--- src/logic/line_event_monitor_pkg.sv ---
`default_nettype none
package line_event_monitor_pkg;
  localparam int unsigned CLK_MHZ = 100;
  localparam int unsigned ADR_W = 9;
  localparam logic [6:0] IDX_LINE = 7'h35;
  localparam logic [6:0] IDX_GAIN = 7'h3f;
  localparam logic [6:0] IDX_HOOK = 7'h40;
  localparam logic [6:0] IDX_TONE = 7'h41;
  localparam logic [6:0] IDX_RING = 7'h42;
  localparam logic [6:0] IDX_STAT = 7'h43;
  localparam logic [6:0] IDX_HOOK2 = 7'h4f;
  localparam logic [6:0] IDX_QUENCH = 7'h6b;
  localparam int OH_BIT = 0;
  localparam int ONHOOK_MONITOR_ENABLE_BIT = 3;
  localparam int RNEG_BIT = 5;
  localparam int RPOS_BIT = 6;
  localparam int HS_BIT = 6;
  localparam int DET_BIT = 0;
  localparam int OVR_BIT = 1;
  localparam int TDE_BIT = 2;
  localparam int RCD_BIT = 4;
  localparam int FW_BIT = 1;
  localparam int IND_BIT = 2;
  localparam int CAL_BIT = 4;
  localparam int HS2_BIT = 3;
  localparam int SQ0_BIT = 4;
  localparam int SQ1_BIT = 6;
  localparam logic [7:0] LEVEL_FULL = 8'hff;
  localparam int unsigned CAL_TIME_MS = 256;
  localparam int unsigned CAL_CYCLES = CAL_TIME_MS * CLK_MHZ * 1000;
  localparam int unsigned RAMP_STEP_US = 10;
  localparam int unsigned RAMP_STEP_CYCLES = RAMP_STEP_US * CLK_MHZ;
  typedef enum logic [1:0] {
    HOOK_ON = 2'b00,
    HOOK_OFF = 2'b01,
    HOOK_RAMP = 2'b10
  } hook_type;
  typedef struct packed {
    logic ringAbovePos;
    logic ringBelowNeg;
    logic amplitudeOver;
    logic supplyDepressed;
    logic toneActive;
  } line_in_type;
  typedef struct packed {
    logic offhook;
    logic [7:0] loopLevel;
    logic term800;
    logic monitorActive;
    logic [2:0] monitorGain;
    logic ringDetect;
    logic calBusy;
    logic txPermit;
    logic rcalDisable;
  } line_out_type;
endpackage : line_event_monitor_pkg
`default_nettype wire

--- src/logic/line_event_monitor.sv ---
// Implementation choices: the Wishbone slave port and the register offsets.
`timescale 1ns/100ps
`default_nettype none
module line_event_monitor
  import line_event_monitor_pkg::*;
#(
  parameter int unsigned CAL_COUNT = CAL_CYCLES,
  parameter int unsigned STEP_COUNT = RAMP_STEP_CYCLES
)(
  input wire logic clk,
  input wire logic reset,
  input wire logic cyc_i,
  input wire logic stb_i,
  input wire logic we_i,
  input wire logic [ADR_W-1:0] adr_i,
  input wire logic [3:0] sel_i,
  input wire logic [31:0] dat_i,
  output logic [31:0] dat_o,
  output logic ack_o,
  input wire line_in_type lineIn,
  output var line_out_type lineOut
);
  line_in_type meta_q, sync_q;
  logic ack_q, ack_d, calBusy_q, calBusy_d;
  logic [31:0] dat_q, dat_d, step_q, step_d, cal_q, cal_d, stepLimit;
  logic oh_q, oh_d, onhook_monitor_enable_q, onhook_monitor_enable_d, tde_q, tde_d, rcd_q, rcd_d;
  logic fw_q, fw_d, hs_q, hs_d, hs2_q, hs2_d;
  logic [1:0] sq_q, sq_d;
  logic [2:0] gain_q, gain_d;
  logic ovr_q, ovr_d, det_q, det_d, ind_q, ind_d;
  logic rpos_q, rpos_d, rneg_q, rneg_d;
  hook_type hook_q, hook_d;
  logic [7:0] level_q, level_d;
  line_out_type out_q, out_d;
  logic access, wrLow, slow, toneOn;
  logic [6:0] idx;
  logic [2:0] shift;

  assign access = cyc_i && stb_i && !ack_q;
  assign idx = adr_i[ADR_W-1:2];
  assign wrLow = access && we_i && sel_i[0];
  assign slow = hs_q || hs2_q || (sq_q != 2'b00);
  assign toneOn = tde_q && hook_q == HOOK_OFF;
  assign shift = 3'(sq_q) + 3'(hs_q) + 3'(hs2_q);
  assign stepLimit = STEP_COUNT << shift;

  // Register file and bus answer; one-cycle ack, never two in a row
  always_comb
  begin
    ack_d = access;
    dat_d = '0;
    oh_d = oh_q;
    onhook_monitor_enable_d = onhook_monitor_enable_q;
    tde_d = tde_q;
    rcd_d = rcd_q;
    fw_d = fw_q;
    hs_d = hs_q;
    hs2_d = hs2_q;
    sq_d = sq_q;
    gain_d = gain_q;
    ovr_d = ovr_q;
    det_d = det_q;
    if (wrLow && idx == IDX_TONE)
    begin
      tde_d = dat_i[TDE_BIT];
      rcd_d = dat_i[RCD_BIT];
      if (!dat_i[OVR_BIT])
        ovr_d = 1'b0;
      if (!dat_i[DET_BIT])
        det_d = 1'b0;
    end
    if (wrLow)
    begin
      case (idx)
        IDX_LINE:
        begin
          oh_d = dat_i[OH_BIT];
          onhook_monitor_enable_d = dat_i[ONHOOK_MONITOR_ENABLE_BIT];
        end
        IDX_GAIN: gain_d = dat_i[2:0];
        IDX_HOOK: hs_d = dat_i[HS_BIT];
        IDX_RING: fw_d = dat_i[FW_BIT];
        IDX_HOOK2: hs2_d = dat_i[HS2_BIT];
        IDX_QUENCH: sq_d = {dat_i[SQ1_BIT], dat_i[SQ0_BIT]};
        default: ;
      endcase
    end
    // Hardware set wins over a clearing write in the same cycle
    if (toneOn && sync_q.amplitudeOver)
      ovr_d = 1'b1;
    if (toneOn && sync_q.supplyDepressed)
      det_d = 1'b1;
    ind_d = toneOn && sync_q.toneActive;
    rpos_d = sync_q.ringAbovePos;
    rneg_d = sync_q.ringBelowNeg;
    if (access && !we_i)
    begin
      case (idx)
        IDX_LINE:
        begin
          dat_d[OH_BIT] = oh_q;
          dat_d[ONHOOK_MONITOR_ENABLE_BIT] = onhook_monitor_enable_q;
          dat_d[RPOS_BIT] = rpos_q;
          dat_d[RNEG_BIT] = rneg_q;
        end
        IDX_GAIN: dat_d[2:0] = gain_q;
        IDX_HOOK: dat_d[HS_BIT] = hs_q;
        IDX_TONE:
        begin
          dat_d[TDE_BIT] = tde_q;
          dat_d[RCD_BIT] = rcd_q;
          dat_d[OVR_BIT] = ovr_q;
          dat_d[DET_BIT] = det_q;
        end
        IDX_RING: dat_d[FW_BIT] = fw_q;
        IDX_STAT:
        begin
          dat_d[IND_BIT] = ind_q;
          dat_d[CAL_BIT] = calBusy_q;
        end
        IDX_HOOK2: dat_d[HS2_BIT] = hs2_q;
        IDX_QUENCH:
        begin
          dat_d[SQ1_BIT] = sq_q[1];
          dat_d[SQ0_BIT] = sq_q[0];
        end
        default: ;
      endcase
    end
  end

  always_ff @(posedge clk or posedge reset)
  begin
    if (reset)
    begin
      meta_q <= '0;
      sync_q <= '0;
      ack_q <= 1'b0;
      dat_q <= '0;
      oh_q <= 1'b0;
      onhook_monitor_enable_q <= 1'b0;
      tde_q <= 1'b0;
      rcd_q <= 1'b0;
      fw_q <= 1'b0;
      hs_q <= 1'b0;
      hs2_q <= 1'b0;
      sq_q <= 2'b00;
      gain_q <= 3'h0;
      ovr_q <= 1'b0;
      det_q <= 1'b0;
      ind_q <= 1'b0;
      rpos_q <= 1'b0;
      rneg_q <= 1'b0;
    end
    else
    begin
      meta_q <= lineIn;
      sync_q <= meta_q;
      ack_q <= ack_d;
      dat_q <= dat_d;
      oh_q <= oh_d;
      onhook_monitor_enable_q <= onhook_monitor_enable_d;
      tde_q <= tde_d;
      rcd_q <= rcd_d;
      fw_q <= fw_d;
      hs_q <= hs_d;
      hs2_q <= hs2_d;
      sq_q <= sq_d;
      gain_q <= gain_d;
      ovr_q <= ovr_d;
      det_q <= det_d;
      ind_q <= ind_d;
      rpos_q <= rpos_d;
      rneg_q <= rneg_d;
    end
  end

  // Hook state: a slow ramp walks loop current down one step per period
  always_comb
  begin
    hook_d = hook_q;
    level_d = level_q;
    step_d = '0;
    case (hook_q)
      HOOK_ON:
        if (oh_q)
        begin
          hook_d = HOOK_OFF;
          level_d = LEVEL_FULL;
        end
      HOOK_OFF:
        if (!oh_q)
        begin
          if (slow)
            hook_d = HOOK_RAMP;
          else
          begin
            hook_d = HOOK_ON;
            level_d = '0;
          end
        end
      HOOK_RAMP:
        if (oh_q)
        begin
          hook_d = HOOK_OFF;
          level_d = LEVEL_FULL;
        end
        else if (level_q == '0)
          hook_d = HOOK_ON;
        else if (step_q + 32'h1 >= stepLimit)
          level_d = level_q - 8'h01;
        else
          step_d = step_q + 32'h1;
      default: hook_d = HOOK_ON;
    endcase
  end

  always_ff @(posedge clk or posedge reset)
  begin
    if (reset)
    begin
      hook_q <= HOOK_ON;
      level_q <= '0;
      step_q <= '0;
    end
    else
    begin
      hook_q <= hook_d;
      level_q <= level_d;
      step_q <= step_d;
    end
  end

  // Calibration after a tone; restarts if another tone ends meanwhile
  always_comb
  begin
    calBusy_d = calBusy_q;
    cal_d = cal_q;
    if (ind_q && !ind_d && hook_q == HOOK_OFF)
    begin
      calBusy_d = 1'b1;
      cal_d = CAL_COUNT;
    end
    else if (hook_q != HOOK_OFF)
    begin
      calBusy_d = 1'b0;
      cal_d = '0;
    end
    else if (calBusy_q)
    begin
      cal_d = cal_q - 32'h1;
      calBusy_d = cal_q > 32'h1;
    end
    out_d.offhook = hook_q != HOOK_ON;
    out_d.loopLevel = level_q;
    out_d.term800 = det_q;
    out_d.monitorActive = onhook_monitor_enable_q && hook_q == HOOK_ON;
    out_d.monitorGain = gain_q;
    out_d.ringDetect = rpos_q || (fw_q && rneg_q);
    out_d.calBusy = calBusy_q;
    out_d.txPermit = hook_q == HOOK_OFF && !calBusy_q;
    out_d.rcalDisable = rcd_q;
  end

  always_ff @(posedge clk or posedge reset)
  begin
    if (reset)
    begin
      calBusy_q <= 1'b0;
      cal_q <= '0;
      out_q <= '0;
    end
    else
    begin
      calBusy_q <= calBusy_d;
      cal_q <= cal_d;
      out_q <= out_d;
    end
  end

  assign ack_o = ack_q;
  assign dat_o = dat_q;
  assign lineOut = out_q;
endmodule : line_event_monitor
`default_nettype wire

--- config.mk ---
export PLATFORM = sky130hd
export DESIGN_NAME = line_event_monitor
export DESIGN_NICKNAME = d
export VERILOG_FILES = /design/src/logic/line_event_monitor_pkg.sv /design/src/logic/line_event_monitor.sv
export SDC_FILE = /design/constraint.sdc
export NUM_CORES = 1
export LEC_CHECK = 0
export BUFFER_PORTS_ARGS = -buffer_cell sky130_fd_sc_hd__buf_4
export CELL_PAD_IN_SITES_DETAIL_PLACEMENT = 2
export CELL_PAD_IN_SITES_GLOBAL_PLACEMENT = 2
export CORE_ASPECT_RATIO = 1.1
export CORE_UTILIZATION = 39
export DETAILED_ROUTE_END_ITERATION = 10
export PLACE_DENSITY = 0.9
export SETUP_SLACK_MARGIN = 0.02
export SLEW_MARGIN = 5
export SYNTH_ARGS = -nofsm -noshare
export SYNTH_HDL_FRONTEND = slang
export SYNTH_SLANG_ARGS = --single-unit
--- constraint.sdc ---
create_clock -name clk -period 9.5 [get_ports clk]
set_input_delay 1.9 -clock clk [delete_from_list [all_inputs] [get_ports clk]]
set_output_delay 1.9 -clock clk [all_outputs]
set_load 0.005 [all_outputs]
Word level (Yosys, flattened, before mapping)

Cells that the tools add are included.

ROM bits: 0
Word-level logic and storage cells: 144
Bits of input ports: 55
RAM bits: 0
Register bits after elaboration: 128
Output and inout bits: 51
Bits in latches: 0
Memories: 0

Reductions and logical operators: 40
Order comparisons: 2
Add/sub/neg operators: 5
Equality and inequality tests: 19
Div/mod/pow operators: 0
Mux-type cells: 37
Shift operators: 1
Multipliers: 0
Bitwise gates (word level): 0

Operators with widths:

| cell                                                           | number |
|---|---|
| two-way mux 32 bit                                             | 7 |
| two-way mux 8 bit                                              | 6 |
| == test 7 bit, second input constant                           | 6 |
| adder 32 x 1 -> 32 bit, second input constant                  | 1 |
| greater-or-equal comparator 32 bit                             | 1 |
| greater-than comparator 32 x 1 -> 1 bit, second input constant | 1 |
| << shifter 10 x 3 -> 32 bit, first input constant              | 1 |
| subtractor 32 x 1 -> 32 bit, second input constant             | 1 |
| one-hot mux 8 bit (3 select lines)                             | 1 |
| AND reduction 2 bit                                            | 8 |
| logical AND 1 bit                                              | 15 |
| one-hot mux 1 bit (3 select lines)                             | 5 |
| == test 7 x 6 -> 1 bit, second input constant                  | 2 |
| two-way mux 1 bit                                              | 10 |
| two-way mux 2 bit                                              | 5 |
| != test 3 bit, second input constant                           | 3 |
| logical NOT 8 bit                                              | 1 |
| nonzero test 2 bit                                             | 4 |
| subtractor 8 x 1 -> 8 bit, second input constant               | 1 |
| two-way mux 7 bit                                              | 1 |
| != test 2 x 1 -> 1 bit, second input constant                  | 3 |
| != test 2 bit, second input constant                           | 3 |
| one-hot mux 2 bit (3 select lines)                             | 1 |
| AND reduction 6 bit                                            | 1 |
| 10 further kinds                                               | 16 |

Depth between registers and ports, before layout

Gate-level depths: netlist (run 1).

Word-level depth: 8
Gate-level depth with buffers: 16
Depth with buffers taken out: 14

Least setup slack after synthesis (run 1)

Ideal clock, no wire load.

Kind: reg-to-reg
Start point: reg hs_q
End point: reg level_q[3]
Period minus slack after synthesis: 3.601 ns
Required time: 9.366 ns
Cell stages (with the launch flop): 16
Setup slack: 5.899 ns
Library setup time: 0.134 ns
Path buffers: 2
Arrival: 3.467 ns
Cells stage by stage: dfrtp_1 > fa_1 > inv_1 > ha_1 > clkbuf_1 > or3_1 > ha_1 > nand4_1 > a21oi_1 > nor3_1 > or4_1 > nand4_1 > nor4_4 > buf_4 > nor4b_1 > nor3b_2

Longest elaborated chain between the ends: 6
Elaborated cells between the ends (all ways): 9
Classes of those cells: add/sub: 2; order compare: 1; eq/ne: 2; shift: 1; reduce/logical: 3

RTL lines:

| item                               | RTL line                  | RTL |
|---|---|---|
| from (decl)                        | line_event_monitor.sv:27  | `logic fw_q, fw_d, hs_q, hs_d, hs2_q, hs2_d;` |
| from (signal assigned)             | line_event_monitor.sv:166 | `hs_q <= hs_d;` |
| adder 2 x 1 -> 3 bit               | line_event_monitor.sv:44  | `assign shift = 3'(sq_q) + 3'(hs_q) + 3'(hs2_q);` |
| adder 3 x 1 -> 3 bit               | line_event_monitor.sv:44  |  |
| << shifter 10 x 3 -> 32 bit        | line_event_monitor.sv:45  | `assign stepLimit = STEP_COUNT << shift;` |
| greater-or-equal comparator 32 bit | line_event_monitor.sv:210 | `else if (step_q + 32'h1 >= stepLimit)` |
| != test 3 bit (no line)            | -                         |  |
| AND reduction 6 bit (no line) (*)  | -                         |  |
| to (signal assigned)               | line_event_monitor.sv:229 | `level_q <= level_d;` |
| to (decl)                          | line_event_monitor.sv:33  | `logic [7:0] level_q, level_d;` |

Mark *: on every way between the ends. The rest lies on a longest branch, timed or not.
A chain may end at the register's enable or synchronous reset.

Worst setup path in the final report (run 1)

Start point: reg hs_q
End point: reg step_q[10]

Longest elaborated chain between the ends: 8

RTL lines:

| item                               | RTL line                  | RTL |
|---|---|---|
| adder 2 x 1 -> 3 bit               | line_event_monitor.sv:44  |  |
| adder 3 x 1 -> 3 bit               | line_event_monitor.sv:44  |  |
| << shifter 10 x 3 -> 32 bit        | line_event_monitor.sv:45  |  |
| greater-or-equal comparator 32 bit | line_event_monitor.sv:210 |  |
| two-way mux 32 bit                 | line_event_monitor.sv:210 |  |
| two-way mux 32 bit                 | line_event_monitor.sv:208 | `else if (level_q == '0)` |
| two-way mux 32 bit                 | line_event_monitor.sv:203 | `if (oh_q)` |
| two-way mux 32 bit                 | line_event_monitor.sv:184 | `case (hook_q)` |
| named net step_d[10]               | line_event_monitor.sv:25  | `logic [31:0] dat_q, dat_d, step_q, step_d, cal_q, cal_d, stepLimit;` |
| to (signal assigned)               | line_event_monitor.sv:230 | `step_q <= step_d;` |
| to (decl)                          | line_event_monitor.sv:25  |  |

The timed path passes the listed nets, and every way through them passes these cells.

==> results of run 1 <==
## layout by cell type, fill, tap and decap left out, types with 3 or more instances in the layout
cell and count:
a211oi_1 3, a21o_1 4, a21oi_1 22, and2_1 3, and3_1 7, and4_1 6, buf_4 50, clkbuf_16 17
clkbuf_8 3, clkinv_2 4, conb_1 40, dfrtp_1 128, ha_1 21, inv_1 14, mux2_2 12, mux2i_1 5
nand2_1 42, nand2b_1 5, nand3_1 21, nand4_1 12, nand4b_1 5, nor2_1 64, nor2b_1 11, nor2b_2 6
nor3_1 28, nor3b_1 5, nor3b_2 3, nor4_1 6, nor4b_1 4, o21ai_0 17, or2_2 6, or3_1 13
or4_1 4, xnor2_1 30, xor2_1 14
## layout make-up
| type | instances | area (um2) |
|---|---|---|
| fill | 1599 | 8390 |
| sequential | 128 | 3200 |
| multi-input combinational | 459 | 2950 |
| clock buffer | 21 | 470 |
| timing repair buffer | 50 | 375 |
| tap | 200 | 250 |
| clock inverter | 7 | 87.6 |
| inverter | 16 | 62.6 |
## cell usage after synthesis, types with 4 or more instances
| cell | n | area (um2) |
|---|---|---|
| nor3b_1 | 5 | 37.5 |
| mux2i_1 | 5 | 50.1 |
| nand4_1 | 12 | 75.1 |
| mux2_2 | 12 | 135 |
| nand2_1 | 42 | 158 |
| nor3_1 | 28 | 140 |
| ha_1 | 21 | 263 |
| and4_1 | 6 | 52.6 |
| nand4b_1 | 5 | 43.8 |
| buf_4 | 27 | 203 |
| a21o_1 | 4 | 30.0 |
| inv_1 | 15 | 56.3 |
| a21oi_1 | 22 | 110 |
| xnor2_1 | 30 | 263 |
| nor4_1 | 6 | 37.5 |
| o21ai_0 | 17 | 85.1 |
| dfrtp_1 | 128 | 3200 |
| and3_1 | 7 | 43.8 |
| nor4b_1 | 4 | 35.0 |
| nand2b_1 | 5 | 31.3 |
| clkbuf_1 | 10 | 37.5 |
| or3_1 | 13 | 81.3 |
| or2_2 | 6 | 37.5 |
| nand3_1 | 21 | 105 |
| nor2b_1 | 11 | 68.8 |
| nor2_1 | 64 | 240 |
| or4_1 | 4 | 30.0 |
| nor2b_2 | 6 | 52.6 |
| xor2_1 | 14 | 123 |
## final timing paths
path	end	slack, ns	depth (start not counted)
worst max-delay path	step_q[10]	4.69	13
min in group asynchronous	cal_q[7]	1.68	2
worst min-delay path	sync_q[0]	0.35	0
worst max register to register	step_q[10]	4.69	13
worst min register to register	sync_q[0]	0.35	0
max in group asynchronous	tde_q	6.48	3
## power breakdown
part / internal, mW / switching, mW / total [mW]
Clock: 0.399 / 0.243 / 0.642
Combinational: 0.0437 / 0.0702 / 0.114
Sequential: 0.572 / 0.0275 / 0.600
Total: 1.01 / 0.341 / 1.36
## metrics by stage
step                setup WS [ns]  util [%]
finish                       4.69      46.9
global route                 4.50      46.9
CTS                          4.72      46.9
detailed placement           4.99      43.3
global placement             5.20      43.3
floorplan                    4.19         -
## worst max-delay path: cells and delay by family (launching register included)
| kind | cells | cell delay, ns |
|---|---|---|
| flip-flops | 1 | 0.43 |
| AND/OR/NAND/NOR | 8 | 2.77 |
| adder cells (fa/ha/maj) | 3 | 1.07 |
| AO/OA/AOI/OAI | 1 | 0.32 |
| buffers and inverters | 1 | 0.09 |
## flip-flops by register name (all words and copies together) (netlist names), 2 cells and up
register / count
sq_q: 2
meta_q: 5
hook_q: 2
lineOut: 18
gain_q: 3
cal_q: 32
step_q: 32
level_q: 8
dat_o: 7
sync_q: 3
## layer usage
layer  global-route usage (%)  vias to the layer above  share of wire (%)
met5                        0                        -                  0
met1                     32.5                     2614                 41
met2                     48.9                      152                 53
li1                         -                     2191                  -
met4                     10.8                        0                2.6
met3                     5.56                       43                3.6
## kinds of logic (layout without fill, tap and decap cells)
kind of cell               after synthesis  count (layout)
and+or+nand+nor                        266             266
DFF                                    128             128
AOI/OAI and AO/OA                       70              70
buffers and inverters                   58              94
xor gates and xnor gates                44              44
adders and majority gates               22              22
muxes                                   17              17
other                                    1              40
==> out/metrics.cfg, run 1 <==
[die]
die_h_um=136
coreArea_um2=15800
fp.dieW_um=124
start_util_pct=40.1
io_pins=106
fp-row-count=48
fp.dieArea_um2=16800

[layout]
finalNetCount=749
final_area_um2=7400
antenna_cells=0
drive_gt1_share_pct=17.2
layout.cells.non_filler=881
syn_to_final_growth_pct=16.8

[sta]
relSlewSlack_pct=33.1
setup_viol=0
finClkSkew_ns=0.00901
max_freq_mhz=208
tns_ns=0
whs_ns=0.346
finalHoldViolCount=0
worstMarginPinSlew_ns=1.00
period_share_pct=50.6
report.final.slew_viol_count=0
grt_setup_unrepaired=no
min_period_ns=4.81

[yosys]
avgSynthCellArea_um2=10.5
synth-edff-count=0
synth_fa_ha_area_share_pct=4.46
yosys.area_share.simple_pct=23.7
synthXorXnorAreaFrac_pct=6.08
yosysWarnings=0
synthArstFlopShare_pct=100
yosysUniqueCellTypes=68
synth-main-ff-cell=dfrtp_1
syn_area_um2=6340
synth_compound_gate_area_share_pct=7.08
synth_mux_area_share_pct=2.92
ys_ff_latch=128
synth_top_family_by_area=simple AND/OR/NAND/NOR gates
syn_inst=606
ys_seq_area_share_pct=50.5

[cts]
clk_pin_slew_worst_paths_ns=0.06
cts_resized=0
post_cts_buffers=0
cts_hold_buf=0
numCtsBuffers=17
cts.sinks=128
clk_latency_ns=0.43
cts_tree=yes
cts_buffer_depth=2
clock-root-buffer=clkbuf_16
htreeDepth=4

[worst_setup_path]
worstSetupPathType=reg -> reg
cp-end-kind=flip-flop
start_kind=flip-flop
slowest_stage=nor4_4
r2r-start=hs_q
slowest_delay_ns=0.75
worstPathArrival_ns=5.13
critPathRequiredTime_ns=9.82
crit_top_cell=ha_1
cp_max_fo=17
crit_start=hs_q
crit_chain=fa_1 > inv_1 > ha_1 > or3_1 > ha_1 > a211oi_1 > nor2_1 > nor3_1 > or4_1 > nand4_1 > nor4_4 > nand3_2 > nor2b_1

[drt]
viasPerCell=5.68
drt_iter0_drc=212
postRouteAntennaNets=0
dr.pass1.iters=4
num_vias=5000
routed_wirelength_mm=21.5
drcViolationCount=0
post_drt_wl_per_cell_um=24.4

[placement]
hpwl_mm=12.5
port-buffer-count=49
dp_cells=853
gp_congestion=0.800
dpl_cell_area_um2=6850

[grt]
grt_max_degree=69
gr-usage-all-layers_pct=27.6
antenna_found_initial=0
grt_pass1_vias=5808
overflow=0
grt_pass1_wl_mm=33.9

[power]
vdd_drop_max_mv=0.130
p_per_area_nw_per_um2=183
fin_total_pwr_mw=1.36
leakagePower_nw=3.44

[job]
max_cap_violations=0

[min_path]
hp-class=reg -> reg
min_from=meta_q[0]

[status]
status=completed

Power figures use the tool's default switching activity.
==> inputs of run 2 (changes only) <==
--- a/config.mk
+++ b/config.mk
@@ -9,9 +9,9 @@
 export CELL_PAD_IN_SITES_DETAIL_PLACEMENT = 2
 export CELL_PAD_IN_SITES_GLOBAL_PLACEMENT = 2
 export CORE_ASPECT_RATIO = 1.1
-export CORE_UTILIZATION = 39
+export CORE_UTILIZATION = 36
 export DETAILED_ROUTE_END_ITERATION = 10
-export PLACE_DENSITY = 0.9
+export PLACE_DENSITY = 0.85
 export SETUP_SLACK_MARGIN = 0.02
 export SLEW_MARGIN = 5
 export SYNTH_ARGS = -nofsm -noshare
==> constraint.sdc (replaced) <==
create_clock -name clk -period 4.6 [get_ports clk]
set_input_delay 0.92 -clock clk [delete_from_list [all_inputs] [get_ports clk]]
set_output_delay 0.92 -clock clk [all_outputs]
set_load 0.005 [all_outputs]
==> run 2 against run 1 <==
Against the previous run: flip-flop and latch count did not move; sequential power increased by 110%; critical path depth is 1 higher; sequential share of layout area decreased by 0.77 points; first-iteration DRC count shrank 36%; global-route usage shrank 4.3 points; routed wire length decreased by 10%; fmax is 11% higher; critical endpoint unchanged.
==> out/metrics.cfg, run 2 (synthesis results as in run 1) <==
[die]
coreArea_um2=17100  ; was 15800 um2
fp.dieArea_um2=18100  ; was 16800 um2
fp.dieW_um=129  ; was 124 um
fp-row-count=50  ; was 48
start_util_pct=37.0  ; was 40.1%
io_pins=106  ; unchanged
die_h_um=141  ; was 136 um

[worst_setup_path]
crit_chain=fa_1 > inv_1 > ha_1 > or2_2 > a21oi_1 > ha_1 > nand3_1 > nor2_1 > o2111ai_1 > a21bo_2 > nand4_1 > nor4_4 > nand3_4 > nor2b_1  ; was fa_1 > inv_1 > ha_1 > or3_1 > ha_1 > a211oi_1 > nor2_1 > nor3_1 > or4_1 > nand4_1 > nor4_4 > nand3_2 > nor2b_1
start_kind=flip-flop  ; unchanged
critPathTopFamily=simple AND/OR/NAND/NOR gates  ; unchanged
worst-r2r-cell-count=14  ; was 13
worstPathArrival_ns=4.66  ; was 5.13 ns
slowest_delay_ns=0.57  ; was 0.75 ns
r2r-start=hs_q  ; unchanged
crit_top_cell=ha_1  ; unchanged
slowest_stage=nor4_4  ; unchanged
r2r-end=step_q[10]  ; unchanged
crit_buf_inv=1  ; unchanged
cp_max_fo=17  ; unchanged
r2r_slack_ns=0.28  ; was 4.69 ns
cp-end-kind=flip-flop  ; unchanged
critPathRequiredTime_ns=4.94  ; was 9.82 ns
worstSetupPathType=reg -> reg  ; unchanged

[placement]
gp_congestion=0.838  ; was 0.800
hpwl_mm=12.4  ; was 12.5 mm
dpl_cell_area_um2=6920  ; was 6850 um2
pre_cts_slack_ns=0.249  ; was 4.99 ns
dp_cells=889  ; was 853
port-buffer-count=49  ; unchanged

[layout]
antenna_cells=0  ; unchanged
fin_util_pct=44.0  ; was 46.9%
register_area_um2=3200  ; unchanged
drive_gt1_share_pct=18.0  ; was 17.2%
syn_to_final_growth_pct=18.9  ; was 16.8%
final_area_um2=7540  ; was 7400 um2
num-fill-cells=1854  ; was 1599
multi_input_area_um2=2960  ; was 2950 um2
layout.cells.non_filler=921  ; was 881
finalNetCount=751  ; was 749
layout_commonest_cell=dfrtp_1  ; unchanged
final_cell_mix=128 x dfrtp_1, 64 x nor2_1, 51 x buf_4  ; was 128 x dfrtp_1, 64 x nor2_1, 50 x buf_4

[sta]
fin_ws_ns=0.277  ; was 4.69 ns
worstMarginPinSlew_ns=0.779  ; was 1.00 ns
grt_setup_unrepaired=no  ; unchanged
report.final.slew_viol_count=0  ; unchanged
tns_ns=0  ; unchanged
setup_viol=0  ; unchanged
max_freq_mhz=231  ; was 208 MHz
relSlewSlack_pct=48.0  ; was 33.1%
finClkSkew_ns=0.0134  ; was 0.00901 ns
period_share_pct=94.0  ; was 50.6%
finalHoldViolCount=0  ; unchanged
min_period_ns=4.32  ; was 4.81 ns

[job]
max_cap_violations=0  ; unchanged

[grt]
grt_max_degree=69  ; unchanged
overflow=0  ; unchanged
grt_pass1_vias=5734  ; was 5808
antenna_found_initial=0  ; unchanged
gr-usage-all-layers_pct=23.3  ; was 27.6%
grt_pass1_wl_mm=31.9  ; was 33.9 mm

[drt]
drt_iter0_drc=135  ; was 212
drcViolationCount=0  ; unchanged
dr.pass1.iters=5  ; was 4
routed_wirelength_mm=19.3  ; was 21.5 mm
post_drt_wl_per_cell_um=21.0  ; was 24.4 um
num_vias=4894  ; was 5000
postRouteAntennaNets=0  ; unchanged
viasPerCell=5.31  ; was 5.68

[min_path]
whs_endpoint=sync_q[1]  ; was sync_q[0]
holdPathStages=0  ; unchanged
min_from=meta_q[1]  ; was meta_q[0]
hp-class=reg -> reg  ; unchanged

[power]
p_per_area_nw_per_um2=380  ; was 183 nW/um2
vdd_drop_max_mv=0.260  ; was 0.130 mV
leakagePower_nw=3.47  ; was 3.44 nW

[cts]
htreeDepth=4  ; unchanged
clk_latency_ns=0.44  ; was 0.43 ns
cts.sinks=128  ; unchanged
cts_tree=yes  ; unchanged
clk_pin_slew_worst_paths_ns=0.07  ; was 0.06 ns
post_cts_buffers=0  ; unchanged
numCtsBuffers=17  ; unchanged
clock-root-buffer=clkbuf_16  ; unchanged
cts_hold_buf=0  ; unchanged
cts_buffer_depth=2  ; unchanged
cts_resized=0  ; unchanged

[status]
status=completed  ; unchanged

run 2: area by class of cell:
| type | count | share of cell area, % |
|---|---|---|
| Clock buffer | 19 | 6.01 |
| Clock inverter | 13 | 2.14 |
| Inverter | 16 | 0.830 |
| Multi-Input combinational cell | 459 | 39.3 |
| Sequential cell | 128 | 42.5 |
| Tap cell | 234 | 3.88 |
| Timing Repair Buffer | 52 | 5.35 |
run 2: worst max-delay path by stage:
stage	startpoint	endpoint	depth (start not counted)
after detailed placement	hs_q	step_q[10]	14
after floorplan	reset	ack_o	1
final	hs_q	step_q[10]	14
after global placement	hs_q	step_q[9]	13
after global routing	hs_q	step_q[10]	14
after CTS	hs_q	step_q[10]	14
run 2: worst register-to-register path, stage by stage, from the launching register on:
cell       delay, ns
dfrtp_1         0.44
fa_1            0.50
inv_1           0.08
ha_1            0.33
or2_2           0.34
a21oi_1         0.17
ha_1            0.26
nand3_1         0.17
nor2_1          0.11
o2111ai_1       0.22
a21bo_2         0.19
nand4_1         0.14
nor4_4          0.57
nand3_4         0.40
nor2b_1         0.30
run 2: report_power, final:
group / internal [mW] / leakage [nW] / switching [mW]
Clock: 0.879 / 0.291 / 0.535
Sequential: 1.18 / 1.68 / 0.0476
Combinational: 0.0920 / 1.50 / 0.132
run 2: routing by layer:
| metal | wire [um] | track usage (%) | part of all wire [%] | vias up |
|---|---|---|---|---|
| met3 | 569 | 4.52 | 2.9 | 47 |
| met2 | 10300 | 41.5 | 54 | 119 |
| met5 | 0 | 0 | 0 | - |
| li1 | - | - | - | 2201 |
| met1 | 7820 | 26.8 | 41 | 2527 |
| met4 | 583 | 11.0 | 3.0 | 0 |
run 2: per-stage QoR:
stage,power (mW),hold slack [ns]
floorplan,1.37,0.331
global placement,1.44,0.332
detailed placement,1.46,0.338
CTS,2.89,0.352
global route,2.96,0.354
finish,2.87,0.349
